[src/rtl/dsm_pkg.sv]
/*
  Constants, command codes, status codes and states for the drive state machine.
  Assumes one synchronous clock domain shared by both ends.
*/
package dsm_pkg;
  localparam logic [15:0] DSM_REG_COMMAND      = 16'h6040;
  localparam logic [15:0] DSM_REG_STATUS       = 16'h6041;
  localparam logic [15:0] DSM_REG_MODE         = 16'h6060;
  localparam logic [15:0] DSM_REG_QS_OPTION    = 16'h605A;
  localparam logic [15:0] DSM_REG_HALT_OPTION  = 16'h605D;
  localparam logic [15:0] DSM_CMD_RESET_VAL    = 16'h0000;
  localparam logic [15:0] DSM_CMD_SHUTDOWN     = 16'h0006;
  localparam logic [15:0] DSM_CMD_SWITCH_ON    = 16'h0007;
  localparam logic [15:0] DSM_CMD_ENABLE_OP    = 16'h000F;
  localparam logic [15:0] DSM_CMD_DISABLE_V    = 16'h0000;
  localparam logic [15:0] DSM_CMD_QUICK_STOP   = 16'h0002;
  localparam logic [15:0] DSM_CMD_FAULT_RESET  = 16'h0080;
  localparam logic [15:0] DSM_ST_NOT_READY     = 16'h0000;
  localparam logic [15:0] DSM_ST_SW_DISABLED   = 16'h0270;
  localparam logic [15:0] DSM_ST_READY         = 16'h0231;
  localparam logic [15:0] DSM_ST_SWITCHED_ON   = 16'h0233;
  localparam logic [15:0] DSM_ST_OP_ENABLED    = 16'h0237;
  localparam logic [15:0] DSM_ST_QUICK_STOP    = 16'h0217;
  localparam logic [15:0] DSM_ST_FAULT_REACT   = 16'h02B6;
  localparam logic [15:0] DSM_ST_FAULT         = 16'h0238;
  localparam int          DSM_BIT_SWITCH_ON    = 0;
  localparam int          DSM_BIT_EN_VOLTAGE   = 1;
  localparam int          DSM_BIT_QUICK_STOP_N = 2;
  localparam int          DSM_BIT_EN_OP        = 3;
  localparam int          DSM_BIT_HOME_START   = 4;
  localparam int          DSM_BIT_FAULT_RESET  = 7;
  localparam int          DSM_BIT_HALT         = 8;
  localparam int          DSM_SBIT_TARGET      = 10;
  localparam logic [7:0]  DSM_MODE_HOMING      = 8'h06;
  localparam logic [7:0]  DSM_MODE_RESET_VAL   = 8'h08;
  localparam logic [15:0] DSM_QS_OPT_RESET_VAL = 16'h0002;
  localparam logic [15:0] DSM_HALT_RESET_VAL   = 16'h0001;
  localparam logic [15:0] DSM_QS_OPT_AUTO_MAX  = 16'h0003;
  localparam logic [15:0] DSM_LOW_STATUS_MASK  = 16'h03FF;
  localparam int          DSM_INIT_CYCLES      = 16;
  localparam int          DSM_REACT_CYCLES     = 8;

  typedef enum {
    DSM_S_NOT_READY,
    DSM_S_SW_DISABLED,
    DSM_S_READY,
    DSM_S_SWITCHED_ON,
    DSM_S_OP_ENABLED,
    DSM_S_QUICK_STOP,
    DSM_S_FAULT_REACT,
    DSM_S_FAULT
  } dsm_state_t;

  typedef enum {
    DSM_C_NONE,
    DSM_C_SHUTDOWN,
    DSM_C_SWITCH_ON,
    DSM_C_SWITCH_ON_EN,
    DSM_C_DISABLE_V,
    DSM_C_QUICK_STOP
  } dsm_cmd_t;
endpackage

[src/rtl/dsm_link_if.sv]
/*
  Object access link between fieldbus master end and drive end.
  Assumes both ends run on the same sys_clk.
*/
`timescale 1ns/1ps
`default_nettype none
interface dsm_link_if;
  logic [15:0] obj_index;
  logic [15:0] obj_wdata;
  logic        obj_write;
  logic [15:0] status_word;
  logic [7:0]  mode_display;

  modport master (output obj_index, output obj_wdata, output obj_write,
                  input status_word, input mode_display);
  modport drive  (input obj_index, input obj_wdata, input obj_write,
                  output status_word, output mode_display);
endinterface
`default_nettype wire

[src/rtl/dsm_drive.sv]
/*
  Drive end: object store, command decode and the drive-profile state machine.
  Assumes the master end on the same clock writes objects one cycle at a time.
*/
// Local design decision: the address-and-strobe port.
`timescale 1ns/1ps
`default_nettype none
module dsm_drive
  import dsm_pkg::*;
#(
  parameter int INIT_CYCLES  = DSM_INIT_CYCLES,
  parameter int REACT_CYCLES = DSM_REACT_CYCLES
)(
  // Clock and reset
  input  wire logic        sys_clk,
  input  wire logic        reset,
  // Link
  dsm_link_if.drive        link,
  // Drive conditions
  input  wire logic        init_error,
  input  wire logic        drive_failure,
  input  wire logic        stop_done,
  input  wire logic        target_reached,
  input  wire logic        limit_active,
  // Drive controls
  output logic             main_power_en,
  output logic             torque_en,
  output logic             homing_start,
  output logic             halt_req,
  output logic      [15:0] halt_option,
  output logic             fault_clear,
  output logic      [15:0] mode_bits
);
  // Counters are 16 bits wide and must load a nonzero count
  if (INIT_CYCLES < 1 || INIT_CYCLES > 65535 || REACT_CYCLES < 1 || REACT_CYCLES > 65535) begin : g_bad_counts
    $error("dsm_drive: cycle counts out of range");
  end

  function automatic dsm_cmd_t decode(input logic [15:0] w);
    // Only bits 0-3 are looked at here; bit7 is handled by the caller
    dsm_cmd_t c;
    c = DSM_C_NONE;
    if (!w[DSM_BIT_EN_VOLTAGE]) begin
      c = DSM_C_DISABLE_V;
    end else if (!w[DSM_BIT_QUICK_STOP_N]) begin
      c = DSM_C_QUICK_STOP;
    end else if (!w[DSM_BIT_SWITCH_ON]) begin
      c = DSM_C_SHUTDOWN;
    end else if (!w[DSM_BIT_EN_OP]) begin
      c = DSM_C_SWITCH_ON;
    end else begin
      c = DSM_C_SWITCH_ON_EN;
    end
    return c;
  endfunction

  dsm_state_t  state;
  dsm_state_t  next_state;
  logic [15:0] command;
  logic [15:0] next_command;
  logic [7:0]  mode;
  logic [7:0]  next_mode;
  logic [15:0] qs_option;
  logic [15:0] next_qs_option;
  logic [15:0] next_halt_option;
  logic        prev_reset_bit;
  logic        next_prev_reset_bit;
  logic [15:0] count;
  logic [15:0] next_count;
  logic        next_fault_clear;
  logic [15:0] status;
  logic [15:0] next_status;
  logic        next_main_power_en;
  logic        next_torque_en;
  logic        next_homing_start;
  logic        next_halt_req;
  logic [15:0] next_mode_bits;
  logic        reset_edge;
  logic        reset_held;
  dsm_cmd_t    cmd;

  always_comb begin
    next_command     = command;
    next_mode        = mode;
    next_qs_option   = qs_option;
    next_halt_option = halt_option;
    // Parameter writes accepted in every state
    if (link.obj_write) begin
      unique case (link.obj_index)
        DSM_REG_COMMAND:     next_command     = link.obj_wdata;
        DSM_REG_MODE:        next_mode        = link.obj_wdata[7:0];
        DSM_REG_QS_OPTION:   next_qs_option   = link.obj_wdata;
        DSM_REG_HALT_OPTION: next_halt_option = link.obj_wdata;
        default:             next_command     = command;
      endcase
    end
  end

  always_comb begin
    reset_edge          = command[DSM_BIT_FAULT_RESET] && !prev_reset_bit;
    reset_held          = command[DSM_BIT_FAULT_RESET];
    cmd                 = reset_held ? DSM_C_NONE : decode(command);
    next_prev_reset_bit = command[DSM_BIT_FAULT_RESET];
    next_state          = state;
    next_count          = count;
    next_fault_clear    = 1'b0;
    if (count != 16'h0000) begin
      next_count = 16'(count - 16'h0001);
    end
    unique case (state)
      DSM_S_NOT_READY: begin
        if (init_error) begin
          next_state = DSM_S_FAULT_REACT;
          next_count = 16'(REACT_CYCLES);
        end else if (count == 16'h0000) begin
          next_state = DSM_S_SW_DISABLED;
        end
      end
      DSM_S_SW_DISABLED: begin
        if (cmd == DSM_C_SHUTDOWN) begin
          next_state = DSM_S_READY;
        end
      end
      DSM_S_READY: begin
        unique case (cmd)
          DSM_C_DISABLE_V, DSM_C_QUICK_STOP: next_state = DSM_S_SW_DISABLED;
          DSM_C_SWITCH_ON, DSM_C_SWITCH_ON_EN: next_state = DSM_S_SWITCHED_ON;
          default: next_state = state;
        endcase
      end
      DSM_S_SWITCHED_ON: begin
        unique case (cmd)
          DSM_C_DISABLE_V, DSM_C_QUICK_STOP: next_state = DSM_S_SW_DISABLED;
          DSM_C_SHUTDOWN:     next_state = DSM_S_READY;
          DSM_C_SWITCH_ON_EN: next_state = DSM_S_OP_ENABLED;
          default:            next_state = state;
        endcase
      end
      DSM_S_OP_ENABLED: begin
        unique case (cmd)
          DSM_C_DISABLE_V:  next_state = DSM_S_SW_DISABLED;
          DSM_C_QUICK_STOP: next_state = DSM_S_QUICK_STOP;
          DSM_C_SHUTDOWN:   next_state = DSM_S_READY;
          DSM_C_SWITCH_ON:  next_state = DSM_S_SWITCHED_ON;
          default:          next_state = state;
        endcase
      end
      DSM_S_QUICK_STOP: begin
        if (cmd == DSM_C_DISABLE_V) begin
          next_state = DSM_S_SW_DISABLED;
        end else if (stop_done && qs_option <= DSM_QS_OPT_AUTO_MAX) begin
          next_state = DSM_S_SW_DISABLED;
        end
      end
      DSM_S_FAULT_REACT: begin
        if (count == 16'h0000) begin
          next_state = DSM_S_FAULT;
        end
      end
      DSM_S_FAULT: begin
        if (reset_edge) begin
          next_state       = DSM_S_SW_DISABLED;
          next_fault_clear = 1'b1;
        end
      end
    endcase
    if (drive_failure && state != DSM_S_FAULT && state != DSM_S_FAULT_REACT) begin
      next_state = DSM_S_FAULT_REACT;
      next_count = 16'(REACT_CYCLES);
    end
  end

  always_comb begin
    unique case (next_state)
      DSM_S_NOT_READY:   next_status = DSM_ST_NOT_READY;
      DSM_S_SW_DISABLED: next_status = DSM_ST_SW_DISABLED;
      DSM_S_READY:       next_status = DSM_ST_READY;
      DSM_S_SWITCHED_ON: next_status = DSM_ST_SWITCHED_ON;
      DSM_S_OP_ENABLED:  next_status = DSM_ST_OP_ENABLED;
      DSM_S_QUICK_STOP:  next_status = DSM_ST_QUICK_STOP;
      DSM_S_FAULT_REACT: next_status = DSM_ST_FAULT_REACT;
      DSM_S_FAULT:       next_status = DSM_ST_FAULT;
    endcase
    next_status = next_status & DSM_LOW_STATUS_MASK;
    next_status[DSM_SBIT_TARGET]     = target_reached;
    next_status[DSM_SBIT_TARGET + 1] = limit_active;
    next_main_power_en = next_state inside {DSM_S_READY, DSM_S_SWITCHED_ON,
                                            DSM_S_OP_ENABLED, DSM_S_QUICK_STOP};
    next_torque_en     = (next_state == DSM_S_OP_ENABLED) && !drive_failure;
    next_homing_start  = (mode == DSM_MODE_HOMING) && command[DSM_BIT_HOME_START]
                         && (state == DSM_S_OP_ENABLED);
    next_halt_req      = command[DSM_BIT_HALT];
    next_mode_bits     = command & 16'h0270;
  end

  always_ff @(posedge sys_clk) begin
    if (reset) begin
      state          <= DSM_S_NOT_READY;
      command        <= DSM_CMD_RESET_VAL;
      mode           <= DSM_MODE_RESET_VAL;
      qs_option      <= DSM_QS_OPT_RESET_VAL;
      halt_option    <= DSM_HALT_RESET_VAL;
      prev_reset_bit <= 1'b0;
      count          <= 16'(INIT_CYCLES);
      fault_clear    <= 1'b0;
      status         <= DSM_ST_NOT_READY;
      main_power_en  <= 1'b0;
      torque_en      <= 1'b0;
      homing_start   <= 1'b0;
      halt_req       <= 1'b0;
      mode_bits      <= 16'h0000;
    end else begin
      state          <= next_state;
      command        <= next_command;
      mode           <= next_mode;
      qs_option      <= next_qs_option;
      halt_option    <= next_halt_option;
      prev_reset_bit <= next_prev_reset_bit;
      count          <= next_count;
      fault_clear    <= next_fault_clear;
      status         <= next_status;
      main_power_en  <= next_main_power_en;
      torque_en      <= next_torque_en;
      homing_start   <= next_homing_start;
      halt_req       <= next_halt_req;
      mode_bits      <= next_mode_bits;
    end
  end

  assign link.status_word  = status;
  assign link.mode_display = mode;
endmodule
`default_nettype wire

[src/flat_wrapper.sv]
// flat-port wrapper written by rule: the top's interface ports become plain ports
module dsm_drive_flat import dsm_pkg::*;
#(
  parameter int INIT_CYCLES  = DSM_INIT_CYCLES,
  parameter int REACT_CYCLES = DSM_REACT_CYCLES
)
  (sys_clk, reset, init_error, drive_failure, stop_done, target_reached, limit_active, main_power_en, torque_en, homing_start, halt_req, halt_option, fault_clear, mode_bits, link_obj_index, link_obj_wdata, link_obj_write, link_status_word, link_mode_display);
  dsm_link_if link_i ();
  input  wire logic sys_clk;
  input  wire logic reset;
  input  wire logic init_error;
  input  wire logic drive_failure;
  input  wire logic stop_done;
  input  wire logic target_reached;
  input  wire logic limit_active;
  output logic main_power_en;
  output logic torque_en;
  output logic homing_start;
  output logic halt_req;
  output logic      [15:0] halt_option;
  output logic fault_clear;
  output logic      [15:0] mode_bits;
  input wire logic [$bits(link_i.obj_index)-1:0] link_obj_index;
  input wire logic [$bits(link_i.obj_wdata)-1:0] link_obj_wdata;
  input wire logic [$bits(link_i.obj_write)-1:0] link_obj_write;
  output wire logic [$bits(link_i.status_word)-1:0] link_status_word;
  output wire logic [$bits(link_i.mode_display)-1:0] link_mode_display;
  assign link_i.obj_index = link_obj_index;
  assign link_i.obj_wdata = link_obj_wdata;
  assign link_i.obj_write = link_obj_write;
  assign link_status_word = link_i.status_word;
  assign link_mode_display = link_i.mode_display;
  dsm_drive #(.INIT_CYCLES(INIT_CYCLES), .REACT_CYCLES(REACT_CYCLES)) u_core (.sys_clk(sys_clk), .reset(reset), .link(link_i), .init_error(init_error), .drive_failure(drive_failure), .stop_done(stop_done), .target_reached(target_reached), .limit_active(limit_active), .main_power_en(main_power_en), .torque_en(torque_en), .homing_start(homing_start), .halt_req(halt_req), .halt_option(halt_option), .fault_clear(fault_clear), .mode_bits(mode_bits));
endmodule
[config.mk]
export PLATFORM = sky130hd
export DESIGN_NAME = dsm_drive_flat
export DESIGN_NICKNAME = d
export VERILOG_FILES = /design/src/rtl/dsm_pkg.sv /design/src/rtl/dsm_link_if.sv /design/src/rtl/dsm_drive.sv /design/src/flat_wrapper.sv
export SDC_FILE = /design/constraint.sdc
export NUM_CORES = 1
export LEC_CHECK = 0
export ABC_AREA = 1
export BUFFER_PORTS_ARGS = -buffer_cell sky130_fd_sc_hd__buf_2
export CELL_PAD_IN_SITES_DETAIL_PLACEMENT = 0
export CELL_PAD_IN_SITES_GLOBAL_PLACEMENT = 1
export CORE_UTILIZATION = 40
export CTS_CLUSTER_SIZE = 12
export DETAILED_ROUTE_END_ITERATION = 8
export PLACE_DENSITY = 0.84
export SYNTH_ARGS = -nofsm -noshare
export SYNTH_HDL_FRONTEND = slang
export SYNTH_SLANG_ARGS = --single-unit
[constraint.sdc]
create_clock -name sys_clk -period 2.4 [get_ports sys_clk]
set_input_delay 0.12 -clock sys_clk [delete_from_list [all_inputs] [get_ports sys_clk]]
set_output_delay 0.12 -clock sys_clk [all_outputs]
set_load 0.03 [all_outputs]
==> flow_summary.toml, run 1 <==
[floorplanning]
dieArea_mm2 = 0.0145
pin_count = 101
core_mm2 = 0.0135
fp.dieH_um = 120
fp-row-count = 42
fp.dieW_um = 120
start_util_pct = 41.7

[synth]
synth_mux_area_share_pct = 0
synth_ff_type = "dfxtp_1"
synthAdderAreaFrac_pct = 0.223
ys_warn_count = 0
netlist.top_cell.by_area = "dfxtp_1"
netlist_instances = 799
synth_most_common_cell = "nor2_1"
yosysSeqAreaShare_pct = 41.1
synth_cell_types = 44
syn_avg_cell_area_um2 = 7.02
yosys.area_share.simple_pct = 34.4
synth_edf_count = 0
syn_area_mm2 = 0.00561
synth_top_family_by_area = "simple AND/OR/NAND/NOR gates"
synth_top_area_share_pct = 41.1
synthTopCellsByArea = "dfxtp_1 (41%), nor2_1 (11%), nand2_1 (8.2%), inv_1 (5.1%), o21ai_0 (4.6%)"
synth_common_cells = "nor2_1 (163), nand2_1 (123), dfxtp_1 (115)"
ys_ff_latch = 115
synth_xor_area_share_pct = 1.56
async_flop_share_pct = 0
synth_compound_area_share_pct = 10.8

[setup_path]
cpPeakStageDelay_ps = 310
required_ps = 2750
arrival_ps = 2780
worst_setup_path_end_kind = "register"
r2r_end = "u_core.link.status_word[3]$_SDFF_PP0_"
ff2ff_path_depth = 20
critPathMaxFanout = 6
worstSetupStartpointType = "register"
crit_slowest_cell = "dfxtp_1"
crit_type = "reg2reg"
crit_chain = "inv_1 -> ha_2 -> nand3_2 -> nor2_4 -> nand2_4 -> clkbuf_16 -> nand2_1 -> nor2_1 -> o21ai_1 -> nand2_1 -> inv_1 -> nand2_1 -> nor2_4 -> buf_12 -> nand4_1 -> nand2_2 -> nor2_2 -> nand2_2 -> nand2_2 -> nor2_1"
r2r-start = "u_core.count[0]$_SDFF_PP0_"
ff2ff_setup_slack_ps = -30

[cts]
htreeDepth = 4
cts.sinks = 115
clk_pin_slew_ps = 60
cts_made_buffers = 17
cts_tree = "yes"
clock_tree.root_cell = "clkbuf_16"
clk_latency_ps = 420
clockBufferDepth = 2

[cells_and_area]
finalNonFillerCells = 1107
antennaDiodeCount = 0
seq_area_mm2 = 0.00231
drive_gt1_share_pct = 25.3
fin_area_mm2 = 0.00723
final_util_pct = 53.8
area_growth_syn_to_layout_pct = 29.0
multiInputGateArea_mm2 = 0.00283
layout.nets = 959
fillCellCount = 1369

[timing]
finalMaxSlewViolations = 0
slew_headroom_pct = 55.5
timing.hold.ws_ps = 17.7
worst_slew_pin_slew_ps = 667
rsz0062_at_grt = "yes"
fin_crit_sh_pct = 101
tns_ps = -75.9
fmax_ghz = 0.412
fin_skew_ps = 10.3
setup_slack_ps = -29.3
timing_hold_violations_final = 0
min_period_ps = 2430
setup_violations = 5

[flow_run]
maxCapViolCount = 0

[route]
wl_per_cell_um = 12.1
antenna_left = 0
wl_um = 13400
drt_pass1_iterations = 4
drtIter0Drc = 261
vias = 5228
route.detailed.drc = 0
via_per_inst = 4.72

[place]
dp.final_hpwl_um = 9190
placed_area_mm2 = 0.00623
pre_cts_slack_ps = 11.9
gp_congestion = 0.851
placedCellCount = 1051
numPortBuffers = 83

[status]
violations = "setup timing"
status = "complete, but fails checks"

[grt]
grt_first_pass_wirelength_um = 22600
gr-total-overflow = 0
grt_pass1_vias = 5083
antenna_found_initial = 0
gr-usage-all-layers_pct = 19.5
grt_start_max_net_pins = 50

[worst_hold_path]
hold_class = "in2reg"
hold_depth = 3
min_from = "link_obj_wdata[4]"
hold_end = "u_core.halt_option[4]$_SDFFE_PP0P_"

[pwr]
p_per_area_mw_per_mm2 = 959
ir_worst_vdd_uv = 582
cellLeakagePower_nw = 3.25
power.total_mw = 6.93
==> layout make-up <==
cell class                 count  share of cell area (%)
multi-input combinational    558                    39.1
sequential                   115                    31.9
timing repair buffer         136                    13.0
clock buffer                  20                    6.04
inverter                      90                    4.72
tap                          176                    3.04
clock inverter                12                    2.18
==> power by group <==
group          switching (mW)  internal (mW)  total (mW)
clock                   0.911           1.63        2.54
sequential             0.0898           2.04        2.13
combinational            1.40          0.857        2.26
==> logic make-up after synthesis <==
kind of cell	after synthesis
compound gates	113
xor+xnor	10
fa+ha+maj	1
buf+inv	142
flops	115
other cells	1
simple gates	417
==> per-layer routing <==
layer | track usage (%) | up-vias | share of wire [%]
li1 | - | 2772 | -
met3 | 6.32 | 15 | 4.2
met2 | 33.4 | 93 | 48
met1 | 22.9 | 2348 | 46
met5 | 0 | - | 0
met4 | 6.56 | 0 | 1.4
==> worst max-delay path, delay by kind of cell, from the launching register on <==
| kind | cells | cell delay [ps] |
|---|---|---|
| AND/OR/NAND/NOR | 14 | 1260 |
| buffers and inverters | 4 | 460 |
| AO/OA/AOI/OAI | 1 | 140 |
| flip-flops | 1 | 310 |
| adder cells (fa/ha/maj) | 1 | 200 |
==> layout by cell type, fill, tap and decap left out, types with 4 or more instances in the layout <==
master / instances
a21oi_1: 41
inv_1: 75
o21ai_2: 5
nor4_1: 23
conb_1: 17
buf_2: 83
a211oi_1: 4
inv_2: 10
nand2_4: 4
xor2_1: 8
o21ai_1: 7
nor3_1: 9
dfxtp_1: 112
nor2_1: 154
nand2_1: 114
nand2_2: 18
nand4_1: 14
nand3_1: 31
nor2_2: 21
clkbuf_16: 20
clkinvlp_4: 6
buf_4: 31
o21ai_0: 50
dlygate4sd3_1: 16
nor2_4: 9
==> timing repair <==
action	4_1_cts	5_1_grt
hold buffers	16	0
setup buffers	0	5
endpoints found under the hold margin	20	0
pin swaps	1	24
setup endpoints to repair	4	10
gates resized for setup	0	41
cloned	0	3
==> registers in the layout, summed over array words and instances, names as in the netlist <==
name / cells
u_core.command: 10
u_core.count: 16
u_core.homing_start: 1
u_core.halt_option: 16
u_core.prev_reset_bit: 1
u_core.mode_bits: 4
u_core.link.status_word: 10
u_core.halt_req: 1
u_core.torque_en: 1
u_core.fault_clear: 1
u_core.link.mode_display: 8
u_core.qs_option: 14
u_core.state: 32
==> worst max path at each step <==
stage                                      startpoint                               endpoint  slack (ps)  cells past startpoint
after floorplan            u_core.count[0]$_SDFF_PP0_  u_core.link.status_word[3]$_SDFF_PP0_         240                     20
after global placement     u_core.state[2]$_SDFF_PP0_  u_core.link.status_word[3]$_SDFF_PP0_          30                     17
after detailed placement   u_core.count[0]$_SDFF_PP0_  u_core.link.status_word[3]$_SDFF_PP0_          10                     20
after CTS                  u_core.state[2]$_SDFF_PP0_  u_core.link.status_word[3]$_SDFF_PP0_           8                     17
after global routing      u_core.count[13]$_SDFF_PP0_  u_core.link.status_word[6]$_SDFF_PP0_        -230                     19
final                      u_core.count[0]$_SDFF_PP0_  u_core.link.status_word[3]$_SDFF_PP0_         -30                     20
Power figures use the tool's default switching activity.
==> run 2: changes to the inputs <==
Settings changed: RECOVER_POWER from default to 50.
==> flow_summary.toml, run 2 (synthesis results as in run 1) <==
[timing]
rsz0062_at_grt = "yes"
fin_skew_ps = 11.8
setup_slack_ps = -30.6
finalMaxSlewViolations = 0
timing_hold_violations_final = 0
fmax_ghz = 0.411
slew_headroom_pct = 32.2
fin_crit_sh_pct = 101
min_period_ps = 2430
worst_slew_pin_slew_ps = 1020
setup_violations = 5

[route]
drtIter0Drc = 271
antenna_left = 0
via_per_inst = 4.74
drt_pass1_iterations = 5
route.detailed.drc = 0
wl_per_cell_um = 12.1
vias = 5250
wl_um = 13400

[grt]
antenna_found_initial = 0
grt_start_max_net_pins = 50
grt_pass1_vias = 5083
gr-total-overflow = 0
grt_first_pass_wirelength_um = 22600
gr-usage-all-layers_pct = 19.5

[cts]
cts_made_buffers = 17
clk_pin_slew_ps = 60
cts.sinks = 115
cts_tree = "yes"
clockBufferDepth = 2
htreeDepth = 4
clock_tree.root_cell = "clkbuf_16"
clk_latency_ps = 420

[setup_path]
crit_chain = "inv_1 -> ha_2 -> nand3_2 -> nor2_4 -> nand2_4 -> clkbuf_16 -> nand2_1 -> nor2_1 -> o21ai_1 -> nand2_1 -> inv_1 -> nand2_1 -> nor2_4 -> buf_12 -> nand4_1 -> nand2_2 -> nor2_2 -> nand2_2 -> nand2_2 -> nor2_1"
cp.depth = 20
r2r_end = "u_core.link.status_word[3]$_SDFF_PP0_"
crit_end = "u_core.link.status_word[3]$_SDFF_PP0_"
r2r-start = "u_core.count[0]$_SDFF_PP0_"
worst_setup_path_end_kind = "register"
arrival_ps = 2790
crit_slowest_cell = "dfxtp_1"
worstSetupStartpointType = "register"
crit_type = "reg2reg"
required_ps = 2750
cpPeakStageDelay_ps = 310
ff2ff_setup_slack_ps = -30
ff2ff_path_depth = 20
critPathMaxFanout = 6
crit_buf_inv = 4
cpLargestDelayFamily = "simple AND/OR/NAND/NOR gates"
crit_path_start = "u_core.count[0]$_SDFF_PP0_"

[place]
numPortBuffers = 83
placed_area_mm2 = 0.00623
gp_congestion = 0.851
pre_cts_slack_ps = 11.9
dp.final_hpwl_um = 9190

[floorplanning]
core_mm2 = 0.0135
fp-row-count = 42
start_util_pct = 41.7
pin_count = 101
fp.dieH_um = 120
dieArea_mm2 = 0.0145
fp.dieW_um = 120

[pwr]
ir_worst_vdd_uv = 579
cellLeakagePower_nw = 3.06
p_per_area_mw_per_mm2 = 966

[cells_and_area]
antennaDiodeCount = 0
reg_top3 = "u_core.state: 32 flops, u_core.count: 16 flops, u_core.halt_option: 16 flops"
area_growth_syn_to_layout_pct = 27.8
fin_area_mm2 = 0.00717
seq_area_mm2 = 0.00231
final_util_pct = 53.3
top_register = "u_core.state"
final_cell_mix = "nor2_1 (154), nand2_1 (114), dfxtp_1 (112)"
fillCellCount = 1389
mostFrequentLayoutCell = "nor2_1"
multiInputGateArea_mm2 = 0.00283
layout.nets = 959
drive_gt1_share_pct = 20.3
largest_reg_flops = 32

[worst_hold_path]
hold_class = "in2reg"

[status]
violations = "setup timing"
status = "complete, but fails checks"

[flow_run]
maxCapViolCount = 0
run 2: cell types whose count changed in the layout (fill, tap and decap cells not counted):
cell	change
clkbuf_1	+47
buf_2	-44
buf_4	-3
run 2: per-stage QoR:
step,hold slack [ps],std cells,TNS [ps],power [mW]
2_1_floorplan,199,815,0,3.72
3_3_place_gp,323,1051,0,4.14
3_5_place_dp,331,1051,0,4.14
4_1_cts,6.10,1099,0,6.73
5_1_grt,18.3,1107,-1530,7.35
6_report,21.1,1107,-75.4,6.92
run 2: how the worst min path moves through the flow:
stage | end | startpoint | slack (ps) | cells past startpoint
floorplan | u_core.torque_en$_SDFF_PP0_ | drive_failure | 200 | 1
global placement | u_core.link.status_word[10]$_SDFF_PP0_ | target_reached | 320 | 3
detailed placement | u_core.link.status_word[11]$_SDFF_PP0_ | limit_active | 330 | 3
CTS | u_core.halt_option[4]$_SDFFE_PP0P_ | link_obj_wdata[4] | 6 | 3
global route | u_core.halt_option[4]$_SDFFE_PP0P_ | link_obj_wdata[4] | 20 | 3
finish | u_core.halt_option[4]$_SDFFE_PP0P_ | link_obj_wdata[4] | 20 | 3
run 2: layout make-up:
cell class	count	area share [%]
clock buffer	20	6.09
clock inverter	12	2.20
multi-input combinational	558	39.4
inverter	90	4.77
timing repair buffer	136	12.2
sequential	115	32.2
tap	176	3.07
run 2: layer usage:
metal,vias up,GRT usage [%],wire [um]
met5,-,0,0
met4,0,6.56,180
met3,14,6.32,499
met2,103,33.4,6460
met1,2362,22.9,6270
li1,2771,-,-
run 2: worst register-to-register path: cells and delay by family (launching register included):
kind,cells,cell delay (ps)
flops,1,310
fa+ha+maj,1,200
buf+inv,4,460
simple gates,14,1260
compound gates,1,140
run 2: what timing repair did:
action | CTS | global route
cloned | 0 | 3
buffers inserted | 0 | 5
endpoints found under the hold margin | 20 | 0
resized for setup | 0 | 41
hold buffers | 16 | 0
setup endpoints to repair | 4 | 10
pin swaps | 1 | 24
run 2: power breakdown:
part	internal (mW)	switching (mW)	total (mW)
registers	2.04	0.0919	2.14
clock network	1.63	0.910	2.54
logic	0.838	1.40	2.24
